File: src/verilog/ccg_params.svh
// constants and behaviour summary for the capture/compare gating control slice
// Behaviour
// - pin_steer_enable set drives the compare pin from the unit, else port logic
// - gate mode 00: capture events pass while gate is high, blocked while low
// - gate mode 01: gate rising edge clears capture_disable_flag, enabling capture
// - gate mode 10: gate falling edge sets capture_disable_flag; code 11 reserved
// - aux select: 00 off, 01 rollover, 10 mode signal, 11 capture/compare event outside timer mode, low in timer mode
// - source 000 takes capture events from the remappable capture input pin
`ifndef CCG_PARAMS_SVH
`define CCG_PARAMS_SVH

// register byte addresses
`define CCG_ADDR_CTRL       4'h0
`define CCG_ADDR_STATUS     4'h4
`define CCG_ADDR_MASK       4'h8
`define CCG_ADDR_IRQ        4'hc

// control register fields
`define CCG_CTRL_IMPL       16'h81df
`define CCG_BIT_OE_SYNC     15
`define CCG_BIT_PIN_STEER   8
`define CCG_GSM_HI          7
`define CCG_GSM_LO          6
`define CCG_AUX_HI          4
`define CCG_AUX_LO          3
`define CCG_SRC_HI          2
`define CCG_SRC_LO          0
`define CCG_STAT_W          3

// status bits: 0 capture event, 1 gate disable change, 2 aux event
`define CCG_GSM_LEVEL       2'h0
`define CCG_GSM_RISE        2'h1
`define CCG_GSM_FALL        2'h2
`define CCG_AUX_OFF         2'h0
`define CCG_AUX_ROLL        2'h1
`define CCG_AUX_MODE        2'h2
`define CCG_AUX_EVENT       2'h3

`endif

File: src/verilog/ccg_pkg.sv
// types for the capture/compare gating control slice
package ccg_pkg;
    typedef enum logic [1:0] {
        CCG_IDLE = 2'b00,
        CCG_RESP = 2'b01
    } ccg_bus_type;
endpackage

File: src/verilog/ccg_sync.sv
// two flip-flop synchroniser for a vector of pin levels
`timescale 1ns/1ps
`default_nettype none
module ccg_sync #(
    parameter int W = 8
) (
    input  wire logic         clk,
    input  wire logic         nrst,
    input  wire logic [W-1:0] din,
    output var  logic [W-1:0] dout
);
    typedef struct packed {
        logic [W-1:0] s1;
        logic [W-1:0] s2;
    } ccg_sync_type;

    ccg_sync_type st;
    ccg_sync_type next_st;

    always_comb
    begin
        next_st    = st;
        next_st.s1 = din;
        next_st.s2 = st.s1;
    end

    always_ff @(posedge clk)
    begin
        if (!nrst)
            st <= '0;
        else
            st <= next_st;
    end

    assign dout = st.s2;
endmodule
`default_nettype wire

File: src/verilog/ccg_top.sv
// capture/compare gating control slice with avalon-mm register access
//
// Design decisions made here: the Avalon-MM interface to the registers and the address map.
`timescale 1ns/1ps
`default_nettype none
`include "ccg_params.svh"
module ccg_top (
    input  wire logic        clk,
    input  wire logic        nrst,
    input  wire logic [3:0]  address,
    input  wire logic        read,
    input  wire logic        write,
    input  wire logic [31:0] writedata,
    output var  logic [31:0] readdata,
    output var  logic        waitrequest,
    input  wire logic [7:0]  capture_sources,
    input  wire logic        gate_in,
    input  wire logic        tb_rollover,
    input  wire logic        tb_reset,
    input  wire logic        mode_signal,
    input  wire logic        compare_event,
    input  wire logic        timer_mode,
    input  wire logic        compare_wave,
    input  wire logic        out_enable_req,
    output var  logic        compare_output_pin,
    output var  logic        compare_output_pin_oe,
    output var  logic        capture_event,
    output var  logic        aux_out,
    output var  logic        capture_disable_flag,
    output var  logic        irq
);
    // ==========================================================
    // state
    typedef struct packed {
        ccg_pkg::ccg_bus_type        bus;
        logic [15:0]                 ctrl;
        logic [`CCG_STAT_W-1:0]      status;
        logic [`CCG_STAT_W-1:0]      mask;
        logic [31:0]                 rdata;
        logic                        oe_applied;
        logic                        src_d;
        logic                        gate_d;
        logic                        dis;
        logic                        cap;
        logic                        aux;
        logic                        pin;
        logic                        pin_oe;
        logic                        irq;
        logic                        wait_req;
    } ccg_state_type;

    // waitrequest idles high, everything else clears
    localparam ccg_state_type CCG_RST_ST =
        ccg_state_type'({{($bits(ccg_state_type) - 1){1'b0}}, 1'b1});

    localparam int SRC_N = 8;

    ccg_state_type st;
    ccg_state_type next_st;

    logic [SRC_N:0] pins_s;

    ccg_sync #(
        .W (SRC_N + 1)
    ) u_sync (
        .clk  (clk),
        .nrst (nrst),
        .din  ({gate_in, capture_sources}),
        .dout (pins_s)
    );

    // ==========================================================
    // helpers
    function automatic logic [31:0] ccg_pad(input logic [15:0] v);
        ccg_pad = {16'h0000, v};
    endfunction

    logic       src_now;
    logic       gate_now;
    logic       gate_open;
    logic       cap_ev;
    logic       dis_ev;
    logic       aux_now;
    logic [1:0] gsm;
    logic [1:0] auxsel;
    logic [2:0] srcsel;

    always_comb
    begin
        gsm      = st.ctrl[`CCG_GSM_HI:`CCG_GSM_LO];
        auxsel   = st.ctrl[`CCG_AUX_HI:`CCG_AUX_LO];
        srcsel   = st.ctrl[`CCG_SRC_HI:`CCG_SRC_LO];
        gate_now = pins_s[SRC_N];
        src_now  = pins_s[srcsel];
        gate_open = 1'b0;
        next_st  = st;
        next_st.src_d  = src_now;
        next_st.gate_d = gate_now;
        dis_ev = 1'b0;
        case (gsm)
            `CCG_GSM_LEVEL: gate_open = gate_now;
            `CCG_GSM_RISE:
            begin
                if (gate_now && !st.gate_d)
                    next_st.dis = 1'b0;
                gate_open = !st.dis;
            end
            `CCG_GSM_FALL:
            begin
                if (!gate_now && st.gate_d)
                    next_st.dis = 1'b1;
                gate_open = !st.dis;
            end
            default: gate_open = 1'b0;
        endcase
        dis_ev = next_st.dis != st.dis;
        cap_ev = src_now && !st.src_d && gate_open;
        next_st.cap = cap_ev;
        aux_now = 1'b0;
        case (auxsel)
            `CCG_AUX_OFF:   aux_now = 1'b0;
            `CCG_AUX_ROLL:  aux_now = tb_rollover;
            `CCG_AUX_MODE:  aux_now = mode_signal;
            `CCG_AUX_EVENT: aux_now = !timer_mode && (cap_ev || compare_event);
            default:        aux_now = 1'b0;
        endcase
        next_st.aux = aux_now;
        // output enable update, deferred or immediate
        if (!st.ctrl[`CCG_BIT_OE_SYNC] || tb_reset || tb_rollover)
            next_st.oe_applied = out_enable_req;
        next_st.pin_oe = st.ctrl[`CCG_BIT_PIN_STEER] && st.oe_applied;
        next_st.pin    = next_st.pin_oe ? compare_wave : 1'b0;
        // bus slave: one wait cycle, then response
        next_st.bus = ccg_pkg::CCG_IDLE;
        if (st.bus == ccg_pkg::CCG_IDLE && (read || write))
        begin
            next_st.bus = ccg_pkg::CCG_RESP;
            next_st.rdata = 32'h0000_0000;
            if (address == `CCG_ADDR_CTRL)
                next_st.rdata = ccg_pad(st.ctrl);
            else if (address == `CCG_ADDR_STATUS)
                next_st.rdata = {29'h0, st.status};
            else if (address == `CCG_ADDR_MASK)
                next_st.rdata = {29'h0, st.mask};
            else if (address == `CCG_ADDR_IRQ)
                next_st.rdata = {31'h0, st.irq};
        end
        if (st.bus == ccg_pkg::CCG_RESP && write)
        begin
            if (address == `CCG_ADDR_CTRL)
                next_st.ctrl = writedata[15:0] & `CCG_CTRL_IMPL;
            else if (address == `CCG_ADDR_STATUS)
                next_st.status = st.status & ~writedata[`CCG_STAT_W-1:0];
            else if (address == `CCG_ADDR_MASK)
                next_st.mask = writedata[`CCG_STAT_W-1:0];
        end
        // set wins over write-one clear
        next_st.status = next_st.status | {aux_now, dis_ev, cap_ev};
        next_st.irq = |(next_st.status & next_st.mask);
        next_st.wait_req = (next_st.bus != ccg_pkg::CCG_RESP);
    end

    always_ff @(posedge clk)
    begin
        if (!nrst)
            st <= CCG_RST_ST;
        else
            st <= next_st;
    end

    assign readdata             = st.rdata;
    assign waitrequest          = st.wait_req;
    assign compare_output_pin   = st.pin;
    assign compare_output_pin_oe = st.pin_oe;
    assign capture_event        = st.cap;
    assign aux_out              = st.aux;
    assign capture_disable_flag = st.dis;
    assign irq                  = st.irq;

    // ==========================================================
    // checks
    property p_reserved_zero;
        @(posedge clk) disable iff (!nrst)
        (st.ctrl & ~`CCG_CTRL_IMPL) == 16'h0000;
    endproperty
    a_reserved_zero: assert property (p_reserved_zero) else $error("reserved bit set");

    property p_level_block;
        @(posedge clk) disable iff (!nrst)
        (gsm == `CCG_GSM_LEVEL && !gate_now) |=> !capture_event;
    endproperty
    a_level_block: assert property (p_level_block) else $error("capture while gate low");

    property p_rise_clear;
        @(posedge clk) disable iff (!nrst)
        (gsm == `CCG_GSM_RISE && gate_now && !st.gate_d) |=> !capture_disable_flag;
    endproperty
    a_rise_clear: assert property (p_rise_clear) else $error("rise did not clear");

    property p_fall_set;
        @(posedge clk) disable iff (!nrst)
        (gsm == `CCG_GSM_FALL && !gate_now && st.gate_d) |=> capture_disable_flag;
    endproperty
    a_fall_set: assert property (p_fall_set) else $error("fall did not set");

    property p_dis_block;
        @(posedge clk) disable iff (!nrst)
        (gsm != `CCG_GSM_LEVEL && st.dis) |=> !capture_event;
    endproperty
    a_dis_block: assert property (p_dis_block) else $error("capture while disabled");

    property p_pin_release;
        @(posedge clk) disable iff (!nrst)
        !st.ctrl[`CCG_BIT_PIN_STEER] |=> !compare_output_pin_oe;
    endproperty
    a_pin_release: assert property (p_pin_release) else $error("pin not released");

    property p_oe_hold;
        @(posedge clk) disable iff (!nrst)
        (st.ctrl[`CCG_BIT_OE_SYNC] && !tb_reset && !tb_rollover) |=> $stable(st.oe_applied);
    endproperty
    a_oe_hold: assert property (p_oe_hold) else $error("early enable update");

    property p_aux_off;
        @(posedge clk) disable iff (!nrst)
        (auxsel == `CCG_AUX_OFF) |=> !aux_out;
    endproperty
    a_aux_off: assert property (p_aux_off) else $error("aux active when off");

    property p_src_sel;
        @(posedge clk) disable iff (!nrst)
        (gsm == `CCG_GSM_LEVEL && gate_now && pins_s[srcsel] && !st.src_d) |=> capture_event;
    endproperty
    a_src_sel: assert property (p_src_sel) else $error("selected source missed");
endmodule
`default_nettype wire

File: config.mk
export PLATFORM = sky130hd
export DESIGN_NAME = ccg_top
export DESIGN_NICKNAME = d
export VERILOG_FILES = /design/src/verilog/ccg_pkg.sv /design/src/verilog/ccg_sync.sv /design/src/verilog/ccg_top.sv
export VERILOG_INCLUDE_DIRS = /design/src /design/src/verilog
export SDC_FILE = /design/constraint.sdc
export NUM_CORES = 1
export LEC_CHECK = 0
export BUFFER_PORTS_ARGS = -buffer_cell sky130_fd_sc_hd__buf_2
export CAP_MARGIN = 20
export CORE_MARGIN = 2
export CORE_UTILIZATION = 43
export CTS_BUF_LIST = sky130_fd_sc_hd__clkbuf_4 sky130_fd_sc_hd__clkbuf_8 sky130_fd_sc_hd__clkbuf_16
export DETAILED_ROUTE_END_ITERATION = 16
export GPL_ROUTABILITY_DRIVEN = 0
export PLACE_DENSITY = 0.77
export SYNTH_ARGS = -nofsm -noshare
export SYNTH_HDL_FRONTEND = slang
export SYNTH_SLANG_ARGS = --single-unit
File: constraint.sdc
create_clock -name clk -period 1.95 [get_ports clk]
set_clock_uncertainty 0.15 [all_clocks]
set_input_delay 0.0975 -clock clk [delete_from_list [all_inputs] [get_ports clk]]
set_output_delay 0.0975 -clock clk [all_outputs]
set_load 0.005 [all_outputs]
# Word-level counts from Yosys, hierarchy flattened
# Cells that the tools add are included.
classes:
  magnitude_cmp: 1
  n_eq_ne: 11
  muxes: 17
  n_bitwise: 4
  reduce_logical: 26
ops:
  columns: ["operator", "count"]
  rows:
  - ["$mux 16", 1]
  - ["$mux 3", 5]
  - ["$mux 6", 2]
  - ["$eq 4x4->1 const B", 2]
  - ["$logic_and 1x1->1", 8]
  - ["$and 3x3->3", 2]
  - ["$eq 2x1->1 const B", 3]
  - ["$eq 2x2->1 const B", 3]
  - ["$logic_not 1->1", 6]
  - ["$logic_not 2->1", 3]
  - ["$lt 3x5->1 const B", 1]
  - ["$mux 1", 5]
  - ["$eq 4x3->1 const B", 1]
  - ["$logic_not 4->1", 1]
  - ["$logic_or 1x1->1", 4]
  - ["$pmux 1 s2", 2]
  - ["$pmux 1 s4", 1]
  - ["$reduce_and 2->1", 2]
  - ["$bmux 1 s3", 1]
  - ["$not 3->3", 1]
  - ["$or 3x3->3", 1]
  - ["$reduce_or 3->1", 1]
  - ["$ne 2x1->1 const B", 1]
  - ["$reduce_or 2->1", 1]
  - ["$ne 1x1->1", 1]
totals:
  ff_bits: 77
  in_bits: 56
  output_inout_bits: 39
  word_cells: 76

# Logic depth before layout (Yosys ltp)
depth:
  word_depth: 10
  ltp_mapped: 7
  depth_no_buf: 7

# Cells and area by module
# A second synthesis with hierarchy kept.
unflattened:
  cells_unflattened: 237
  hier_area_um2: 2338.5
by_module_without_submodules:
  columns: ["module", "instances", "cells_per_inst", "area_per_inst_um2", "seq_area_each_um2"]
  rows:
  - ["ccg_top", 1, 200, 1836.8, 700.7]
  - ["ccg_sync", 1, 37, 501.7, 360.3]

# Least setup slack after synthesis
# OpenSTA, ideal clock, no wires.
synth_path:
  path_kind: "reg2reg"
  from: "register st, in the netlist gsm[0]"
  to: "register st, in the netlist irq"
  setup_time_ns: 0.134
  arrival_ns: 1.503
  required_time_ns: 1.666
  slack_ns: 0.163
  path_stages_with_launch: 8
  n_path_buf: 0
  synth_period_minus_slack_ns: 1.787
  cell_sequence: "dfxtp_1 -> inv_1 -> ha_1 -> and2b_1 -> o21ai_0 -> nor4_2 -> a31oi_1 -> o221ai_1"
synth_between:
  elab_chain_cells: 10
  elab_cells_between_ends: 14
  cone_classes: "3 x eq/ne; 3 x mux; 2 x bitwise; 6 x reduce/logical"
synth_rtl:
  columns: ["element", "line", "text"]
  rows:
  - ["from (decl)", "ccg_top.sv:58", "ccg_state_type st;"]
  - ["from (signal assigned)", "ccg_top.sv:168", "st <= next_st;"]
  - ["$eq 2x2->1 or $eq 2x1->1 (tied branches)", "ccg_top.sv:100", "case (gsm)"]
  - ["$reduce_or 2->1 (no source line)", null, null]
  - ["$pmux 1 s2", "ccg_top.sv:100", null]
  - ["$logic_and 1x1->1", "ccg_top.sv:117", "cap_ev = src_now && !st.src_d && gate_open;"]
  - ["$logic_or 1x1->1", "ccg_top.sv:124", "`CCG_AUX_EVENT: aux_now = !timer_mode && (cap_ev || compare_event);"]
  - ["$logic_and 1x1->1", "ccg_top.sv:124", null]
  - ["$pmux 1 s4", "ccg_top.sv:120", "case (auxsel)"]
  - ["$or 3x3->3 (*)", "ccg_top.sv:158", "next_st.status = next_st.status | {aux_now, dis_ev, cap_ev};"]
  - ["$and 3x3->3 (*)", "ccg_top.sv:159", "next_st.irq = |(next_st.status & next_st.mask);"]
  - ["$reduce_or 3->1 (*)", "ccg_top.sv:159", null]
# Every way passes the cells marked *; elsewhere a longest branch is shown, timed or not.
# A chain may end at the register's enable or synchronous reset.

# Worst setup path in the final report
layout_path:
  from: "register st, in the netlist gsm[1]"
  to: "register st, in the netlist irq"
# The elaborated chain is that of the path after synthesis.

==> results.py <==
metrics = {
    "clocking": {
        "cts_inserted_buffers": 5,
        "clk_latency_ns": 0.30,
        "htreeDepth": 2,
        "clkTransAtPathRegs_ns": 0.09,
        "root_buffer": "clkbuf_8",
        "cts_tree": "done",
        "cts_sinks": 53,
        "clk_path_buf_depth": 2,
    },
    "global_route": {
        "grt_pass1_wl_um": 7090,
        "grt_pass1_vias": 1632,
        "grt_max_degree": 28,
        "antenna_found_initial": 0,
        "grt-ovfl-total": 0,
        "grt_usage": 0.149,
    },
    "run_status": {
        "status": "finished, final reports clean",
    },
    "routing": {
        "drc": 0,
        "drt_pass1_iterations": 4,
        "viasPerCell": 4.59,
        "wl_um": 4220,
        "wl_per_cell_um": 11.2,
        "vias": 1726,
        "drtAntennaViolNets": 0,
        "drt_iter0_drc": 98,
    },
    "sta": {
        "rsz0062_at_grt": "false",
        "tightest_slew_ns": 0.607,
        "max_freq_mhz": 548,
        "period_share": 0.935,
        "relSlewSlack": 0.595,
        "finalSetupTns_ns": 0,
        "post-route-min-period_ns": 1.82,
        "slew_viol_final": 0,
        "setup_viol": 0,
        "finalHoldViolCount": 0,
    },
    "logic_synthesis": {
        "async_flop_share": 0,
        "synth-edff-count": 0,
        "synthFlopType": "dfxtp_1",
        "synth.distinct_cells": 41,
        "yosys_warnings": 0,
        "synthMuxAreaShare": 0.0868,
        "syn_area_um2": 2310,
        "synth_compound_area_frac": 0.0798,
        "synth-simple-area-share": 0.214,
        "synth_adder_area_share": 0.0217,
        "synth-seq-area-share": 0.460,
        "synthCells": 238,
        "ys_seq_elements": 53,
        "synth_xor_area_frac": 0,
        "synth_top_family_by_area": "simple AND/OR/NAND/NOR gates",
        "avgSynthCellArea_um2": 9.69,
    },
    "setup_path": {
        "crit_type": "reg -> reg",
        "cp_max_fo": 4,
        "critPathArrivalTime_ns": 1.85,
        "critPathCaptureType": "flop",
        "cpPeakStageDelay_ns": 0.34,
        "crit_path_top_delay_cell": "dfxtp_1",
        "crit_required_ns": 1.98,
        "cp-start-kind": "flop",
        "crit_chain": "inv_1 -> ha_1 -> and2b_1 -> o21ai_2 -> nor4_2 -> buf_4 -> a31oi_4 -> o221ai_1",
    },
    "place": {
        "dpl.hpwl_um": 3020,
        "io_buffers": 48,
        "placed_area_um2": 2510,
    },
    "power": {
        "ir_worst_vdd_mv": 0.490,
        "power-per-cell-area_nw_per_um2": 708,
        "p_leak_uw": 0.00128,
    },
    "floorplan": {
        "die-area_um2": 5960,
        "fp.dieW_um": 77.2,
        "fp-row-count": 26,
        "io_pins": 95,
        "initial_core_util": 0.449,
        "die_y_um": 77.2,
        "core_area_um2": 5140,
    },
    "finish": {
        "n_fill_cell": 473,
        "antennaDiodeCount": 0,
        "design_area_um2": 2870,
        "final_nets": 365,
        "syn2layout_area_growth_pct": 24.6,
        "final_common_cell": "dfxtp_1",
        "drive_above_1_share": 0.258,
        "layout_common_cells": "dfxtp_1, buf_2, nor2_1, conb_1, and2_1",
    },
    "hold_path": {
        "worstHoldPathType": "in -> reg",
    },
    "flow_run": {
        "cap_violations": 0,
    },
}
[per-stage QoR]
step           worst slack, ns  hold WS, ns   util  cells  total power, uW
3_5_place_dp            0.0552        0.152  0.488    346             1270
2_1_floorplan            0.163       0.0692      -    260             1250
4_1_cts                 0.0543       0.0420  0.553    375             2060
3_3_place_gp            0.0933        0.147  0.488    346             1260
5_1_grt                 0.0178       0.0929  0.559    376             2120
6_report                 0.127       0.0436  0.559    376             2030
[registers in the layout, indices dropped and copies added, names as in the netlist]
name,cells
capture_disable_flag,1
compare_output_pin_oe,1
aux_out,1
irq,1
readdata,9
auxsel,2
compare_output_pin,1
u_sync.next_st,9
u_sync.dout,9
st,12
waitrequest,1
gsm,2
srcsel,3
capture_event,1
[metal layers]
metal / wire length, um / global-route usage
met1: 1810 / 0.170
met2: 2130 / 0.266
met3: 253 / 0.0424
met4: 38 / 0.0464
met5: 0 / 0
[worst max-delay path: cells and delay by family, from the launching register on]
family          cells  cell delay (ns)
buf+inv             2             0.23
flops               1             0.34
simple gates        2             0.24
compound gates      3             0.46
fa+ha+maj           1             0.29
[cell usage after synthesis, types with 4 or more instances]
cell type	number	share of area
clkbuf_1	6	0.0098
dfxtp_1	53	0.46
buf_4	32	0.10
o21ai_0	4	0.0087
a22oi_1	9	0.029
mux2i_1	14	0.061
and2_1	22	0.060
a21oi_1	4	0.0087
nand2b_1	5	0.014
nand3_1	5	0.011
inv_1	7	0.011
nand2_1	11	0.018
nor2_1	25	0.041
ha_1	4	0.022
[cell families (layout without fill, tap and decap cells)]
kind of cell               count (synthesis)  count (layout)
DFF                                       53              53
other                                      1              23
and+or+nand+nor                           87              87
adders and majority gates                  4               4
AOI/OAI and AO/OA                         26              26
muxes                                     18              18
buffers and inverters                     49              95
[cell type report]
cell class              count  area, um^2  share of cell area
clock buffers               7        90.1              0.0313
clock inverters             1        30.0              0.0104
inverters                   7        26.3             0.00914
multi-input cells         158        1040               0.363
flip-flops and latches     53        1060               0.370
well taps                  70        87.6              0.0305
repair buffers             80         533               0.185
[repair_timing]
action                                  in CTS  in global routing
hold endpoints to repair                    21                  0
endpoints found under the setup margin       0                  1
buffers inserted                             0                  1
gates resized for setup                      0                  7
hold buffers                                21                  0
[power by group]
part	internal (uW)	leakage, uW	total [uW]	switching [uW]
registers	1110	0.000433	1110	7.85
logic	83.9	0.000787	163	79.2
clock network	432	0.0000619	757	325
[path summary, 6_finish.rpt]
check | start | to | slack, ns | cells past startpoint
worst max-delay path | gsm[1] | irq | 0.13 | 8
worst min-delay path | compare_event | aux_out | 0.04 | 5
worst max register to register | gsm[1] | irq | 0.13 | 8
worst min register to register | u_sync.next_st[4] | u_sync.dout[4] | 0.29 | 1
Power figures use the tool's default switching activity.
